[src/logic/jbf_pkg.sv]
// Shared constants for the 64B/66B block framer with CRC-12 sync header stream.
// Assumes a transport layer that hands over one 8-octet block per enabled clock.
package jbf_pkg;

  // Block layout.
  localparam int OCTETS      = 8;
  localparam int PAYLOAD_W   = 64;
  localparam int SH_W        = 2;
  localparam int TXBLK_W     = 66;
  localparam int SH_POS      = 0;
  localparam int OCTET0_POS  = 2;

  // Multiblock and sync header stream.
  localparam int MB_BLOCKS   = 32;
  localparam int BLK_W       = 5;
  localparam logic [BLK_W-1:0] BLK_LAST = 5'h1f;
  localparam int SHS_W       = 32;
  localparam int POS_EOEMB   = 22;
  localparam int POS_EOMB    = 31;
  localparam int EOMB_ZEROS  = 4;

  // Parity word.
  localparam int CRC_W                 = 12;
  localparam logic [CRC_W-1:0] CRC_POLY = 12'h987;
  localparam logic [CRC_W-1:0] CRC_INIT = 12'h000;
  localparam int CRC_GROUPS            = 4;
  localparam int CRC_GROUP_BITS        = 3;
  localparam int CRC_GROUP_STRIDE      = 4;

  // Fixed pilot ones, end-of-multiblock one and zero command bits.
  localparam logic [SHS_W-1:0] SHS_CRC12_TMPL = 32'h80a8_8888;
  localparam logic [SHS_W-1:0] SHS_FEC_TMPL   = 32'h8000_0000;
  localparam logic [SHS_W-1:0] SHS_CMD_MASK   = 32'h0717_0000;

  // Header stream format codes.
  localparam int FMT_W                    = 2;
  localparam logic [FMT_W-1:0] FMT_CRC12  = 2'h0;
  localparam logic [FMT_W-1:0] FMT_FEC    = 2'h2;

  // Scrambler taps, counted in past scrambled bits.
  localparam int SCR_W     = 58;
  localparam int SCR_TAP_A = 39;
  localparam int SCR_TAP_B = 58;

endpackage

[src/logic/jbf_crc12_step.sv]
// Parallel form of the serial CRC-12 parity register, one block per call.
// Assumes the caller clears the running value at each multiblock border.
`timescale 1ns/10ps
module jbf_crc12_step #(
  parameter int DW = jbf_pkg::PAYLOAD_W
) (
  // Running parity and data
  input  wire logic [jbf_pkg::CRC_W-1:0] crc_i,
  input  wire logic [DW-1:0]             data_i,
  // Updated parity
  output logic      [jbf_pkg::CRC_W-1:0] crc_o
);

  // The polynomial constant keeps the top term and drops the +1 term, so the
  // feedback taps are that constant moved up one place with the +1 term put back.
  localparam logic [jbf_pkg::CRC_W-1:0] TAPS = {jbf_pkg::CRC_POLY[jbf_pkg::CRC_W-2:0], 1'b1};

  logic [jbf_pkg::CRC_W-1:0] acc;
  logic                      fb;

  // Bit 0 of the data enters first, as it leaves the lane first.
  always_comb begin
    acc = crc_i;
    fb  = 1'b0;
    for (int j = 0; j < DW; j++) begin
      fb  = acc[jbf_pkg::CRC_W-1] ^ data_i[j];
      acc = {acc[jbf_pkg::CRC_W-2:0], 1'b0} ^ (fb ? TAPS : jbf_pkg::CRC_INIT);
    end
    crc_o = acc;
  end

endmodule // jbf_crc12_step

[src/logic/jbf_framer.sv]
// Transmit 64B/66B framer: scrambles, adds sync headers, builds the header stream.
// Assumes one payload block per enabled clock and SYSREF arriving as an asynchronous pin.
`timescale 1ns/10ps
module jbf_framer #(
  parameter int EMB_MB       = 1,
  parameter int FRAME_OCTETS = 2
) (
  // Clock, reset and enable
  input  wire logic                          mclk_i,
  input  wire logic                          rstn_i,
  input  wire logic                          ce_i,
  // Timing reference pin
  input  wire logic                          sysref_i,
  // Configuration
  input  wire logic [jbf_pkg::FMT_W-1:0]     header_stream_format_select_i,
  // Payload from the transport layer, octet 0 in the low byte
  input  wire logic [jbf_pkg::PAYLOAD_W-1:0] payload_i,
  // Transmitted block and markers
  output logic      [jbf_pkg::TXBLK_W-1:0]   block_o,
  output logic                               block_valid_o,
  output logic                               lemc_o,
  output logic                               fmt_unsupported_o
);

  localparam int MB_W = (EMB_MB > 1) ? $clog2(EMB_MB) : 1;
  localparam logic [MB_W-1:0] MB_LAST = MB_W'(EMB_MB - 1);
  localparam int MB_BITS = jbf_pkg::MB_BLOCKS * jbf_pkg::PAYLOAD_W / jbf_pkg::OCTETS;

  // An extended multiblock must hold whole frames, and E must be 1 when one multiblock does.
  if (EMB_MB < 1 || FRAME_OCTETS < 1) begin : g_bad_size
    $error("jbf_framer: EMB_MB and FRAME_OCTETS must be positive");
  end
  if ((MB_BITS * EMB_MB) % FRAME_OCTETS != 0) begin : g_bad_frames
    $error("jbf_framer: extended multiblock does not hold whole frames");
  end
  if (EMB_MB > 1 && (MB_BITS % FRAME_OCTETS) == 0) begin : g_bad_e
    $error("jbf_framer: E must be 1 when a multiblock holds whole frames");
  end

  typedef struct packed {
    logic                           sync_a;
    logic                           sync_b;
    logic                           sync_c;
    logic [jbf_pkg::BLK_W-1:0]      blk;
    logic [MB_W-1:0]                mb;
    logic [jbf_pkg::CRC_W-1:0]      crc;
    logic [jbf_pkg::CRC_W-1:0]      par;
    logic [jbf_pkg::SCR_W-1:0]      scr;
    logic [jbf_pkg::TXBLK_W-1:0]    tx;
    logic                           valid;
    logic                           lemc;
    logic                           fmt_bad;
    logic [jbf_pkg::BLK_W-1:0]      out_blk;
    logic [MB_W-1:0]                out_mb;
    logic                           out_crc;
  } jbf_state_t;

  jbf_state_t                       state_reg;
  jbf_state_t                       state_next;
  logic                             sref_edge;
  logic                             fmt_crc;
  logic                             emb_last;
  logic                             hdr_bit;
  logic [jbf_pkg::SCR_W-1:0]        scr_st;
  logic                             scr_bit;
  logic [jbf_pkg::PAYLOAD_W-1:0]    scr_data;
  logic [jbf_pkg::SHS_W-1:0]        shs_word;
  logic [jbf_pkg::CRC_W-1:0]        crc_step;

  jbf_crc12_step #(
    .DW     (jbf_pkg::PAYLOAD_W)
  ) u_crc (
    .crc_i  (state_reg.crc),
    .data_i (scr_data),
    .crc_o  (crc_step)
  );

  always_comb begin
    state_next = state_reg;
    // Two flip-flops bring the pin in; a third gives the edge.
    state_next.sync_a = sysref_i;
    state_next.sync_b = state_reg.sync_a;
    state_next.sync_c = state_reg.sync_b;
    sref_edge = state_reg.sync_b & ~state_reg.sync_c;

    // Self-synchronous scrambler, one bit at a time in lane order.
    scr_st   = state_reg.scr;
    scr_bit  = 1'b0;
    scr_data = '0;
    for (int j = 0; j < jbf_pkg::PAYLOAD_W; j++) begin
      scr_bit     = payload_i[j] ^ scr_st[jbf_pkg::SCR_TAP_A-1] ^ scr_st[jbf_pkg::SCR_TAP_B-1];
      scr_data[j] = scr_bit;
      scr_st      = {scr_st[jbf_pkg::SCR_W-2:0], scr_bit};
    end
    state_next.scr = scr_st;

    // Unknown format codes fall back to CRC-12 and raise a flag.
    fmt_crc = (header_stream_format_select_i != jbf_pkg::FMT_FEC);
    state_next.fmt_bad = (header_stream_format_select_i != jbf_pkg::FMT_CRC12) &&
                         (header_stream_format_select_i != jbf_pkg::FMT_FEC);
    emb_last = (state_reg.mb == MB_LAST);

    // Stream word of the current multiblock; FEC parity positions stay zero here.
    if (fmt_crc) begin
      shs_word = jbf_pkg::SHS_CRC12_TMPL;
      for (int g = 0; g < jbf_pkg::CRC_GROUPS; g++) begin
        for (int k = 0; k < jbf_pkg::CRC_GROUP_BITS; k++) begin
          shs_word[g*jbf_pkg::CRC_GROUP_STRIDE + k] =
            state_reg.par[jbf_pkg::CRC_W-1 - g*jbf_pkg::CRC_GROUP_BITS - k];
        end
      end
    end else begin
      shs_word = jbf_pkg::SHS_FEC_TMPL;
    end
    shs_word[jbf_pkg::POS_EOEMB] = emb_last;

    // Header 01 (bit 0 low, bit 1 high) sends a one.
    hdr_bit = shs_word[state_reg.blk];
    state_next.tx = {scr_data, hdr_bit, ~hdr_bit};

    // Parity clears at each border and is captured after the last block.
    if (state_reg.blk == jbf_pkg::BLK_LAST) begin
      state_next.crc = jbf_pkg::CRC_INIT;
      state_next.par = crc_step;
    end else begin
      state_next.crc = crc_step;
    end

    // Block and multiblock counters form the local extended multiblock clock.
    if (state_reg.blk == jbf_pkg::BLK_LAST) begin
      state_next.blk = '0;
      state_next.mb  = emb_last ? '0 : state_reg.mb + 1'b1;
    end else begin
      state_next.blk = state_reg.blk + 1'b1;
    end
    // A SYSREF edge restarts the count, so the next block opens an extended multiblock.
    if (sref_edge) begin
      state_next.blk = '0;
      state_next.mb  = '0;
      state_next.crc = jbf_pkg::CRC_INIT;
    end

    state_next.lemc    = emb_last && (state_reg.blk == jbf_pkg::BLK_LAST);
    state_next.out_blk = state_reg.blk;
    state_next.out_mb  = state_reg.mb;
    state_next.out_crc = fmt_crc;
    state_next.valid   = 1'b1;
  end

  always_ff @(posedge mclk_i or negedge rstn_i) begin
    if (!rstn_i) begin
      state_reg <= '0;
    end else if (ce_i) begin
      state_reg <= state_next;
    end
  end

  assign block_o           = state_reg.tx;
  assign block_valid_o     = state_reg.valid;
  assign lemc_o            = state_reg.lemc;
  assign fmt_unsupported_o = state_reg.fmt_bad;
endmodule // jbf_framer

[config.mk]
export PLATFORM = sky130hd
export DESIGN_NAME = jbf_framer
export DESIGN_NICKNAME = d
export VERILOG_FILES = /design/src/logic/jbf_pkg.sv /design/src/logic/jbf_crc12_step.sv /design/src/logic/jbf_framer.sv
export SDC_FILE = /design/constraint.sdc
export NUM_CORES = 1
export LEC_CHECK = 0
export BUFFER_PORTS_ARGS = -buffer_cell sky130_fd_sc_hd__buf_4
export CAP_MARGIN = 20
export CELL_PAD_IN_SITES_DETAIL_PLACEMENT = 0
export CELL_PAD_IN_SITES_GLOBAL_PLACEMENT = 1
export CORE_ASPECT_RATIO = 0.9
export CORE_MARGIN = 1.5
export CORE_UTILIZATION = 48
export CTS_CLUSTER_DIAMETER = 120
export DETAILED_ROUTE_END_ITERATION = 12
export HOLD_SLACK_MARGIN = 0.08
export PLACE_DENSITY = 0.91
export SLEW_MARGIN = 0
export SYNTH_ARGS = -nofsm -noshare
export SYNTH_HDL_FRONTEND = slang
export SYNTH_SLANG_ARGS = --single-unit
[constraint.sdc]
create_clock -name mclk_i -period 7.6 [get_ports mclk_i]
set_input_delay 0.76 -clock mclk_i [delete_from_list [all_inputs] [get_ports mclk_i]]
set_output_delay 0.76 -clock mclk_i [all_outputs]
set_load 0.02 [all_outputs]
# After elaboration in Yosys (flattened, before gate mapping)
# Index checks and enable logic that the tools add are counted.
[word_totals]
word_cells = 355
output_inout_bits = 69
reg_bits = 160
inputBits = 70
[classes]
addsub = 2
n_reduce_logical = 6
eq_ne = 2
bitwise_logic = 260
magnitude_cmp = 1
muxes = 72
[ops]
columns = ["cell", "n"]
rows = [
  ["bitwise XOR 12 bit", 64],
  ["two-way mux 10 bit", 64],
  ["bitwise XOR 1 bit", 192],
  ["two-way mux 24 bit", 1],
  ["two-way mux 18 bit", 1],
  ["two-way mux 12 bit", 1],
  ["less-than comparator 5 x 6 -> 1 bit, second input constant", 1],
  ["adder 5 x 1 -> 5 bit, second input constant", 1],
  ["binary-select mux 1 bit (select 5 bit)", 1],
  ["== test 5 bit, second input constant", 1],
  ["two-way mux 5 bit", 1],
  ["AND reduction 2 bit", 2],
  ["nonzero test 2 bit", 2],
  ["two-way mux 1 bit", 3],
  ["NOT 1 bit", 3],
  ["logical AND 1 bit", 2],
  ["!= test 2 bit, second input constant", 1],
  ["adder 1 bit, second input constant", 1],
  ["AND 1 bit", 1],
]

# Logic depth before layout (Yosys ltp)
# Gate-level depths: netlist of the first run.
[logic_depth]
depth_word = 196
mapped_depth = 17
depth_no_buf = 16

# Hierarchy
# From an unflattened synthesis of the first run, not the netlist that was laid out.
[unflattened]
hier_cells = 733
hier_area_um2 = 9763.1
[modules_own_cells]
columns = ["module", "n_inst", "cells_each", "area_per_inst_um2", "seq_area_each_um2"]
rows = [
  ["jbf_framer", 1, 446, 5552.8, 2527.4],
  ["jbf_crc12_step", 1, 287, 4210.3, 0.0],
]

# Least setup slack after synthesis of the first run
# OpenSTA, ideal clock, no wires.
[synth_timing]
path_type = "input port to flip-flop"
startpoint = "input payload_i[1] (netlist bit)"
endpoint = "register state_reg[154] (netlist bit)"
t_required_ns = 7.459
setup_time_ns = 0.141
arrival_time_ns = 6.644
slack_ns = 0.815
stages = 17
path_cell_list = "xnor3_2 xnor2_4 xnor3_1 xor3_1 buf_6 xor2_1 xor3_1 xnor3_2 xor3_2 xnor3_2 xnor3_1 xnor3_1 xnor3_2 xnor3_2 xor3_2 xor3_1 o22ai_1"
[synth_via]
elab_chain_len = 109
elab_cells_between_ends = 186
classes_between = "60 x mux; 126 x bitwise"
[synth_rtl]
columns = ["element", "line", "source"]
rows = [
  ["from (decl)", "jbf_framer.sv:17", "input wire logic [jbf_pkg::PAYLOAD_W-1:0] payload_i,"],
  ["bitwise XOR 1 bit (*) (2 in series)", "jbf_framer.sv:91", "scr_bit = payload_i[j] ^ scr_st[jbf_pkg::SCR_TAP_A-1] ^ scr_st[jbf_pkg::SCR_TAP_B-1];"],
  ["bitwise XOR 1 bit", "jbf_crc12_step.sv:26", "fb = acc[jbf_pkg::CRC_W-1] ^ data_i[j];"],
  ["two-way mux 10 bit", "jbf_crc12_step.sv:27", "acc = {acc[jbf_pkg::CRC_W-2:0], 1'b0} ^ (fb ? TAPS : jbf_pkg::CRC_INIT);"],
  ["bitwise XOR 12 bit (3 in series)", "jbf_crc12_step.sv:27", ""],
  ["bitwise XOR 1 bit or bitwise XOR 12 bit (tied branches)", "jbf_crc12_step.sv:26, jbf_crc12_step.sv:27", ""],
  ["two-way mux 10 bit or bitwise XOR 1 bit (tied branches)", "jbf_crc12_step.sv:27, jbf_crc12_step.sv:26", ""],
  ["bitwise XOR 12 bit or two-way mux 10 bit (tied branches)", "jbf_crc12_step.sv:27", ""],
  ["bitwise XOR 12 bit (2 in series)", "jbf_crc12_step.sv:27", ""],
  ["[86 not listed]", "--", ""],
  ["bitwise XOR 1 bit or bitwise XOR 12 bit (tied branches)", "jbf_crc12_step.sv:26, jbf_crc12_step.sv:27", ""],
  ["two-way mux 10 bit or bitwise XOR 1 bit (tied branches)", "jbf_crc12_step.sv:27, jbf_crc12_step.sv:26", ""],
  ["bitwise XOR 12 bit (*) (4 in series)", "jbf_crc12_step.sv:27", ""],
  ["bitwise XOR 1 bit", "jbf_crc12_step.sv:26", ""],
  ["two-way mux 10 bit", "jbf_crc12_step.sv:27", ""],
  ["bitwise XOR 12 bit (*)", "jbf_crc12_step.sv:27", ""],
  ["two-way mux 12 bit (*)", "jbf_framer.sv:122", "if (state_reg.blk == jbf_pkg::BLK_LAST) begin"],
  ["two-way mux 18 bit (*)", "jbf_framer.sv:137", "if (sref_edge) begin"],
  ["to (signal assigned)", "jbf_framer.sv:154", "state_reg <= state_next;"],
  ["to (decl)", "jbf_framer.sv:58", "jbf_state_t state_reg;"],
]
# Mark *: on every way between the ends. The rest lies on a longest branch, timed or not.
# A chain may end at the register's enable or synchronous reset.

# Worst setup path in the final report of the first run
# Ends and elaborated chain as after synthesis.

==> results of run 1 <==
cell type report:
type	count	area [um2]	share of cell area (%)
multi-input combinational	544	6610	59.8
sequential	101	2530	22.9
timing repair buffer	150	1130	10.2
tap	255	319	2.89
clock buffer	9	225	2.04
inverter	48	180	1.63
clock inverter	7	68.8	0.622
metal layers:
| layer | vias to the layer above | routed length (um) |
|---|---|---|
| li1 | 2637 | - |
| met1 | 2805 | 9710 |
| met2 | 156 | 11200 |
| met3 | 38 | 1340 |
| met4 | 0 | 737 |
| met5 | - | 0 |
through the flow:
stage | util, % | setup slack (ns) | hold WS [ns] | area [um2]
after floorplan | - | 0.815 | 0.445 | 9880
after detailed placement | 53.5 | 0.187 | 0.457 | 10800
after CTS | 55.0 | 0.485 | 0.392 | 11100
after global routing | 55.0 | 0.275 | 0.409 | 11100
final | 55.0 | 0.497 | 0.370 | 11100
after global placement | 53.5 | 0.272 | 0.453 | 10800
cell usage in the layout, fill, tap and decap left out:
cell / instances
xnor3_1: 84
buf_4: 150
xnor2_4: 4
nor2b_1: 1
xor2_2: 7
clkbuf_16: 9
or3b_2: 1
o21ai_0: 11
nand2_1: 17
o21a_1: 1
mux2i_1: 31
o21ai_1: 4
o311ai_0: 1
xor2_4: 1
inv_1: 48
or2_2: 1
xnor2_2: 12
xor3_2: 2
nand2b_1: 1
ha_1: 3
dfrtp_1: 101
xor2_1: 63
o211ai_1: 1
mux4_2: 3
xnor3_2: 13
inv_8: 3
mux2_2: 39
o221ai_1: 1
and3_1: 2
o22ai_1: 16
nand3_1: 2
inv_6: 4
xnor2_1: 206
xor3_1: 16
critical path: cells and delay by family:
kind / cells / cell delay, ns
xor+xnor: 15 / 6.40
compound gates: 1 / 0.09
buf+inv: 1 / 0.09
final timing paths:
check	slack [ns]	cells past startpoint	endpoint	startpoint
max	0.50	17	state_reg[154]	payload_i[1]
min	0.37	1	block_valid_o	rstn_i
max reg2reg	0.56	16	state_reg[154]	state_reg[108]
min reg2reg	0.47	1	block_valid_o	block_valid_o
max in group asynchronous	6.05	2	state_reg[147]	rstn_i
min in group mclk_i	0.47	1	block_valid_o	block_valid_o
logic make-up (layout without fill, tap and decap cells):
group,Yosys count,after routing,synth area share [%]
AOI/OAI and AO/OA,35,35,2.10
xor gates and xnor gates,408,408,55.0
adders and majority gates,3,3,0.380
buffers and inverters,130,214,7.52
DFF,101,101,25.6
muxes,73,73,8.27
and+or+nand+nor,25,25,1.15
==> impl_metrics.tcl, run 1 <==
set metrics [dict create \
    grt_max_degree 68 \
    cts_buffer_depth 2 \
    portBuffers 138 \
    synthTopCellsByArea "dfrtp_1 26%, xnor3_1 19%, xnor2_1 18%" \
    ios 139 \
    fp-row-count 49 \
    fp.dieH_um 139 \
    hp-class "in -> async" \
    yosys_warnings 0 \
    synth_fp_nets 848 \
    yosysMostFrequentCell "xnor2_1" \
    finalClockSkew_ns 0.0125 \
    ys_seq_area_share_pct 25.6 \
    postCtsResizedCells 0 \
    final_cell_count_no_fill 1114 \
    syn_area_per_cell_um2 12.7 \
    grtUsageTotal_pct 22.0 \
    synth-async-reset-ratio_pct 100 \
    postCtsSetupBuffers 0 \
    finalSetupTns_ns 0 \
    critical_path.cell_chain "buf_4 -> xnor3_2 -> xnor2_4 -> xnor2_1 -> xnor3_2 -> xor2_2 -> xnor3_1 -> xnor3_2 -> xor2_4 -> xnor2_2 -> xnor3_2 -> xor2_2 -> xor2_2 -> xnor3_2 -> xor3_2 -> xor3_1 -> o22ai_1" \
    cp_slowest_stage_delay_ns 0.61 \
    cp.required_ns 7.84 \
    grt_util_met3_pct 3.69 \
    finalSetupViolCount 0 \
    cts_sinks 101 \
    drc 0 \
    start_kind "input port" \
    cp_slowest_cell "xnor3_2" \
    vias 5636 \
    vias_per_cell 5.06 \
    rsz0062_at_grt "false" \
    status "finished clean" \
    finalMaxSlewViolations 0 \
    critPathMostFrequentCell "xnor3_2" \
    dp_cells 1098 \
    fmax_ghz 0.141 \
    holdBufCountCts 0 \
    cp.arrival_ns 7.34 \
    start_util_pct 49.1 \
    grt_pass1_wl_mm 34.9 \
    met1_usage_pct 28.7 \
    synth-main-ff-cell "dfrtp_1" \
    endpoint_kind "flop" \
    numCtsBuffers 9 \
    nFillCells 1669 \
    met2_usage_pct 36.7 \
    fp.dieW_um 154 \
    largest_reg_flops 82 \
    wl_per_cell_um 20.6 \
    synth_area_mm2 0.00988 \
    drt_iter0_drc 350 \
    synthCells 775 \
    ys_types 34 \
    htree_levels 3 \
    dieArea_mm2 0.0215 \
    antenna_found_initial 0 \
    layout-drive-gt1-share_pct 29.0 \
    clk_pin_slew_worst_paths_ns 0.09 \
    overflow 0 \
    yosys.area.top_type_share_pct 25.6 \
    core-area_mm2 0.0201 \
    hpwlAfterDp_mm 18.4 \
    clk-insertion-delay-late_ns 0.37 \
    max-slew-margin-rel_pct 35.3 \
    diodes 0 \
    grt_pass1_vias 5920 \
    wl_mm 23.0 \
    finalHoldViolCount 0 \
    ant_nets 0 \
    synth_edf_count 0 \
    ys_seq_elements 101 \
    syn_to_final_growth_pct 11.9 \
    synth_common_cells "206 x xnor2_1, 101 x dfrtp_1, 84 x xnor3_1" \
    layout.nets 927 \
    period_share_pct 93.5 \
    worst_pin_slew_ns 0.970 \
    worstSetupPathType "in -> reg" \
    cts_tree "done" \
    finalCriticalPeriod_ns 7.10 \
    place_congestion 0.920 \
    busiest_layer "met2" \
    yosysTopAreaCell "dfrtp_1" \
    firstDrtPassIters 4 \
    cts-root-buf "clkbuf_16" \
    worstPathMaxFanout 7 \
    max_cap_viol_count 0 \
]
Power of run 1 is not shown: default switching activity piles up to over one toggle a cycle in this logic, so the estimate is an artifact.
==> run 2: changes to the inputs <==
--- a/config.mk
+++ b/config.mk
@@ -6,7 +6,7 @@
 export NUM_CORES = 1
 export LEC_CHECK = 0
 export BUFFER_PORTS_ARGS = -buffer_cell sky130_fd_sc_hd__buf_4
-export CAP_MARGIN = 20
+export CAP_MARGIN = 15
 export CELL_PAD_IN_SITES_DETAIL_PLACEMENT = 0
 export CELL_PAD_IN_SITES_GLOBAL_PLACEMENT = 1
 export CORE_ASPECT_RATIO = 0.9
@@ -15,7 +15,7 @@
 export CTS_CLUSTER_DIAMETER = 120
 export DETAILED_ROUTE_END_ITERATION = 12
 export HOLD_SLACK_MARGIN = 0.08
-export PLACE_DENSITY = 0.91
+export PLACE_DENSITY = 0.79
 export SLEW_MARGIN = 0
 export SYNTH_ARGS = -nofsm -noshare
 export SYNTH_HDL_FRONTEND = slang
==> constraint.sdc (replaced) <==
create_clock -name mclk_i -period 7 [get_ports mclk_i]
set_input_delay 0.7 -clock mclk_i [delete_from_list [all_inputs] [get_ports mclk_i]]
set_output_delay 0.7 -clock mclk_i [all_outputs]
set_load 0.02 [all_outputs]
==> impl_metrics.tcl, run 2 (same netlist as run 1, synthesis figures left out) <==
set metrics [dict create \
    layout.nets 987 \
    firstDrtPassIters 5 \
    hpwlAfterDp_mm 20.6 \
    layout-drive-gt1-share_pct 33.6 \
    final_common_cell "buf_4" \
    ios 139 \
    portBuffers 138 \
    layout_common_cells "209 x buf_4, 206 x xnor2_1, 101 x dfrtp_1, 84 x xnor3_1, 63 x xor2_1" \
    wl_mm 24.7 \
    worstSetupPathType "reg -> reg" \
    fp-row-count 49 \
    worst_hold_slack_ns 0.324 \
    dieArea_mm2 0.0215 \
    endpoint_kind "flop" \
    vias_per_cell 5.03 \
    regToRegSetupSlack_ns 0.26 \
    finalCriticalPeriod_ns 6.74 \
    fp.dieW_um 154 \
    rsz0062_at_grt "false" \
    worst_pin_slew_ns 0.855 \
    core-area_mm2 0.0201 \
    drc 0 \
    nFillCells 1675 \
    worstPathMaxFanout 6 \
    finalSetupViolCount 0 \
    ant_nets 0 \
    status "finished clean" \
    finalHoldViolCount 0 \
    diodes 0 \
    drt_iter0_drc 285 \
    antenna_found_initial 0 \
    fmax_ghz 0.148 \
    cts_tree "done" \
    largest_reg_flops 82 \
    start_util_pct 49.1 \
    hp-class "in -> async" \
    cts_sinks 101 \
    postCtsSetupBuffers 0 \
    grt_max_degree 64 \
    clk-insertion-delay-late_ns 0.36 \
    finalSetupTns_ns 0 \
    htree_levels 3 \
    topRoutingLayerUsed "met4" \
    dr_wl_met3_mm 1.07 \
    fp.dieH_um 139 \
    period_share_pct 96.3 \
    wl_met1_mm 11.4 \
    start_kind "flop" \
    wl_per_cell_um 21.1 \
    overflow 0 \
    cp.arrival_ns 6.97 \
    grt_pass1_vias 6323 \
    max_cap_viol_count 0 \
    clk_pin_slew_worst_paths_ns 0.07 \
    grtUsageTotal_pct 24.1 \
    finalMaxSlewViolations 0 \
    finalClockSkew_ns 0.00894 \
    place_congestion 0.936 \
    grt_pass1_wl_mm 38.1 \
    max-slew-margin-rel_pct 43.0 \
    cts_buffer_depth 2 \
    cts-root-buf "clkbuf_16" \
    postLayoutCoreUtil_pct 57.3 \
    vias 5908 \
    cp.required_ns 7.22 \
    syn_to_final_growth_pct 16.7 \
    wl_met2_mm 11.9 \
    numCtsBuffers 9 \
]
[run 2: cell types whose count changed in the layout (fill, tap and decap cells not counted)]
cell / before / now
xnor2_2: 12 / 11
buf_4: 150 / 209
xnor2_4: 4 / 5
buf_12: 0 / 1
inv_8: 3 / 1
clkinv_4: 0 / 2
inv_6: 4 / 2
clkinv_2: 0 / 1
clkinv_8: 0 / 1
[run 2: cell type report]
| type | instances | area (um2) | area share [%] |
|---|---|---|---|
| multi-input combinational | 544 | 6620 | 57.4 |
| sequential | 101 | 2530 | 21.9 |
| timing repair buffer | 210 | 1590 | 13.8 |
| tap | 255 | 319 | 2.77 |
| clock buffer | 9 | 225 | 1.95 |
| inverter | 48 | 180 | 1.56 |
| clock inverter | 7 | 67.6 | 0.586 |
[run 2: timing repair]
item                                    CTS  global route
endpoints found under the setup margin    0             7
hold buffers                              0             0
resized for setup                         0             1
[run 2: layer usage]
| metal | track usage [%] | vias to the layer above |
|---|---|---|
| met1 | 33.3 | 2984 |
| met2 | 39.7 | 148 |
| met3 | 3.78 | 23 |
| met4 | 6.13 | 0 |
| li1 | - | 2753 |
| met5 | 0 | - |
[run 2: stage by stage]
step | setup WS, ns | area, um2 | std cells
after floorplan | 0.275 | 9880 | 775
after global placement | 0.108 | 11200 | 1158
after detailed placement | -0.0647 | 11200 | 1158
after CTS | 0.217 | 11500 | 1174
after global routing | 0.0275 | 11500 | 1174
final | 0.257 | 11500 | 1174
[run 2: worst paths after layout]
kind / start / to / cells past startpoint
min: rstn_i / block_valid_o / 1
max: state_reg[112] / state_reg[155] / 19
min in group mclk_i: block_valid_o / block_valid_o / 1
min reg2reg: block_valid_o / block_valid_o / 1
max reg2reg: state_reg[112] / state_reg[155] / 19
max in group asynchronous: rstn_i / block_o[6] / 2
[run 2: worst max-delay path, cell delays in order (launching register included)]
cell and delay [ns]:
dfrtp_1 0.42, xnor3_2 0.53, xnor2_4 0.31, xor3_1 0.62, xnor2_4 0.31, xor2_2 0.15, buf_4 0.19, xnor3_1 0.48
xnor3_1 0.43, xnor2_1 0.31, xnor3_1 0.35, xnor2_1 0.29, buf_4 0.16, xnor3_1 0.41, xnor2_1 0.42, buf_4 0.20
xor2_1 0.16, xnor3_1 0.29, xnor3_1 0.46, o22ai_1 0.09
Power of run 2 is left out for the same reason.
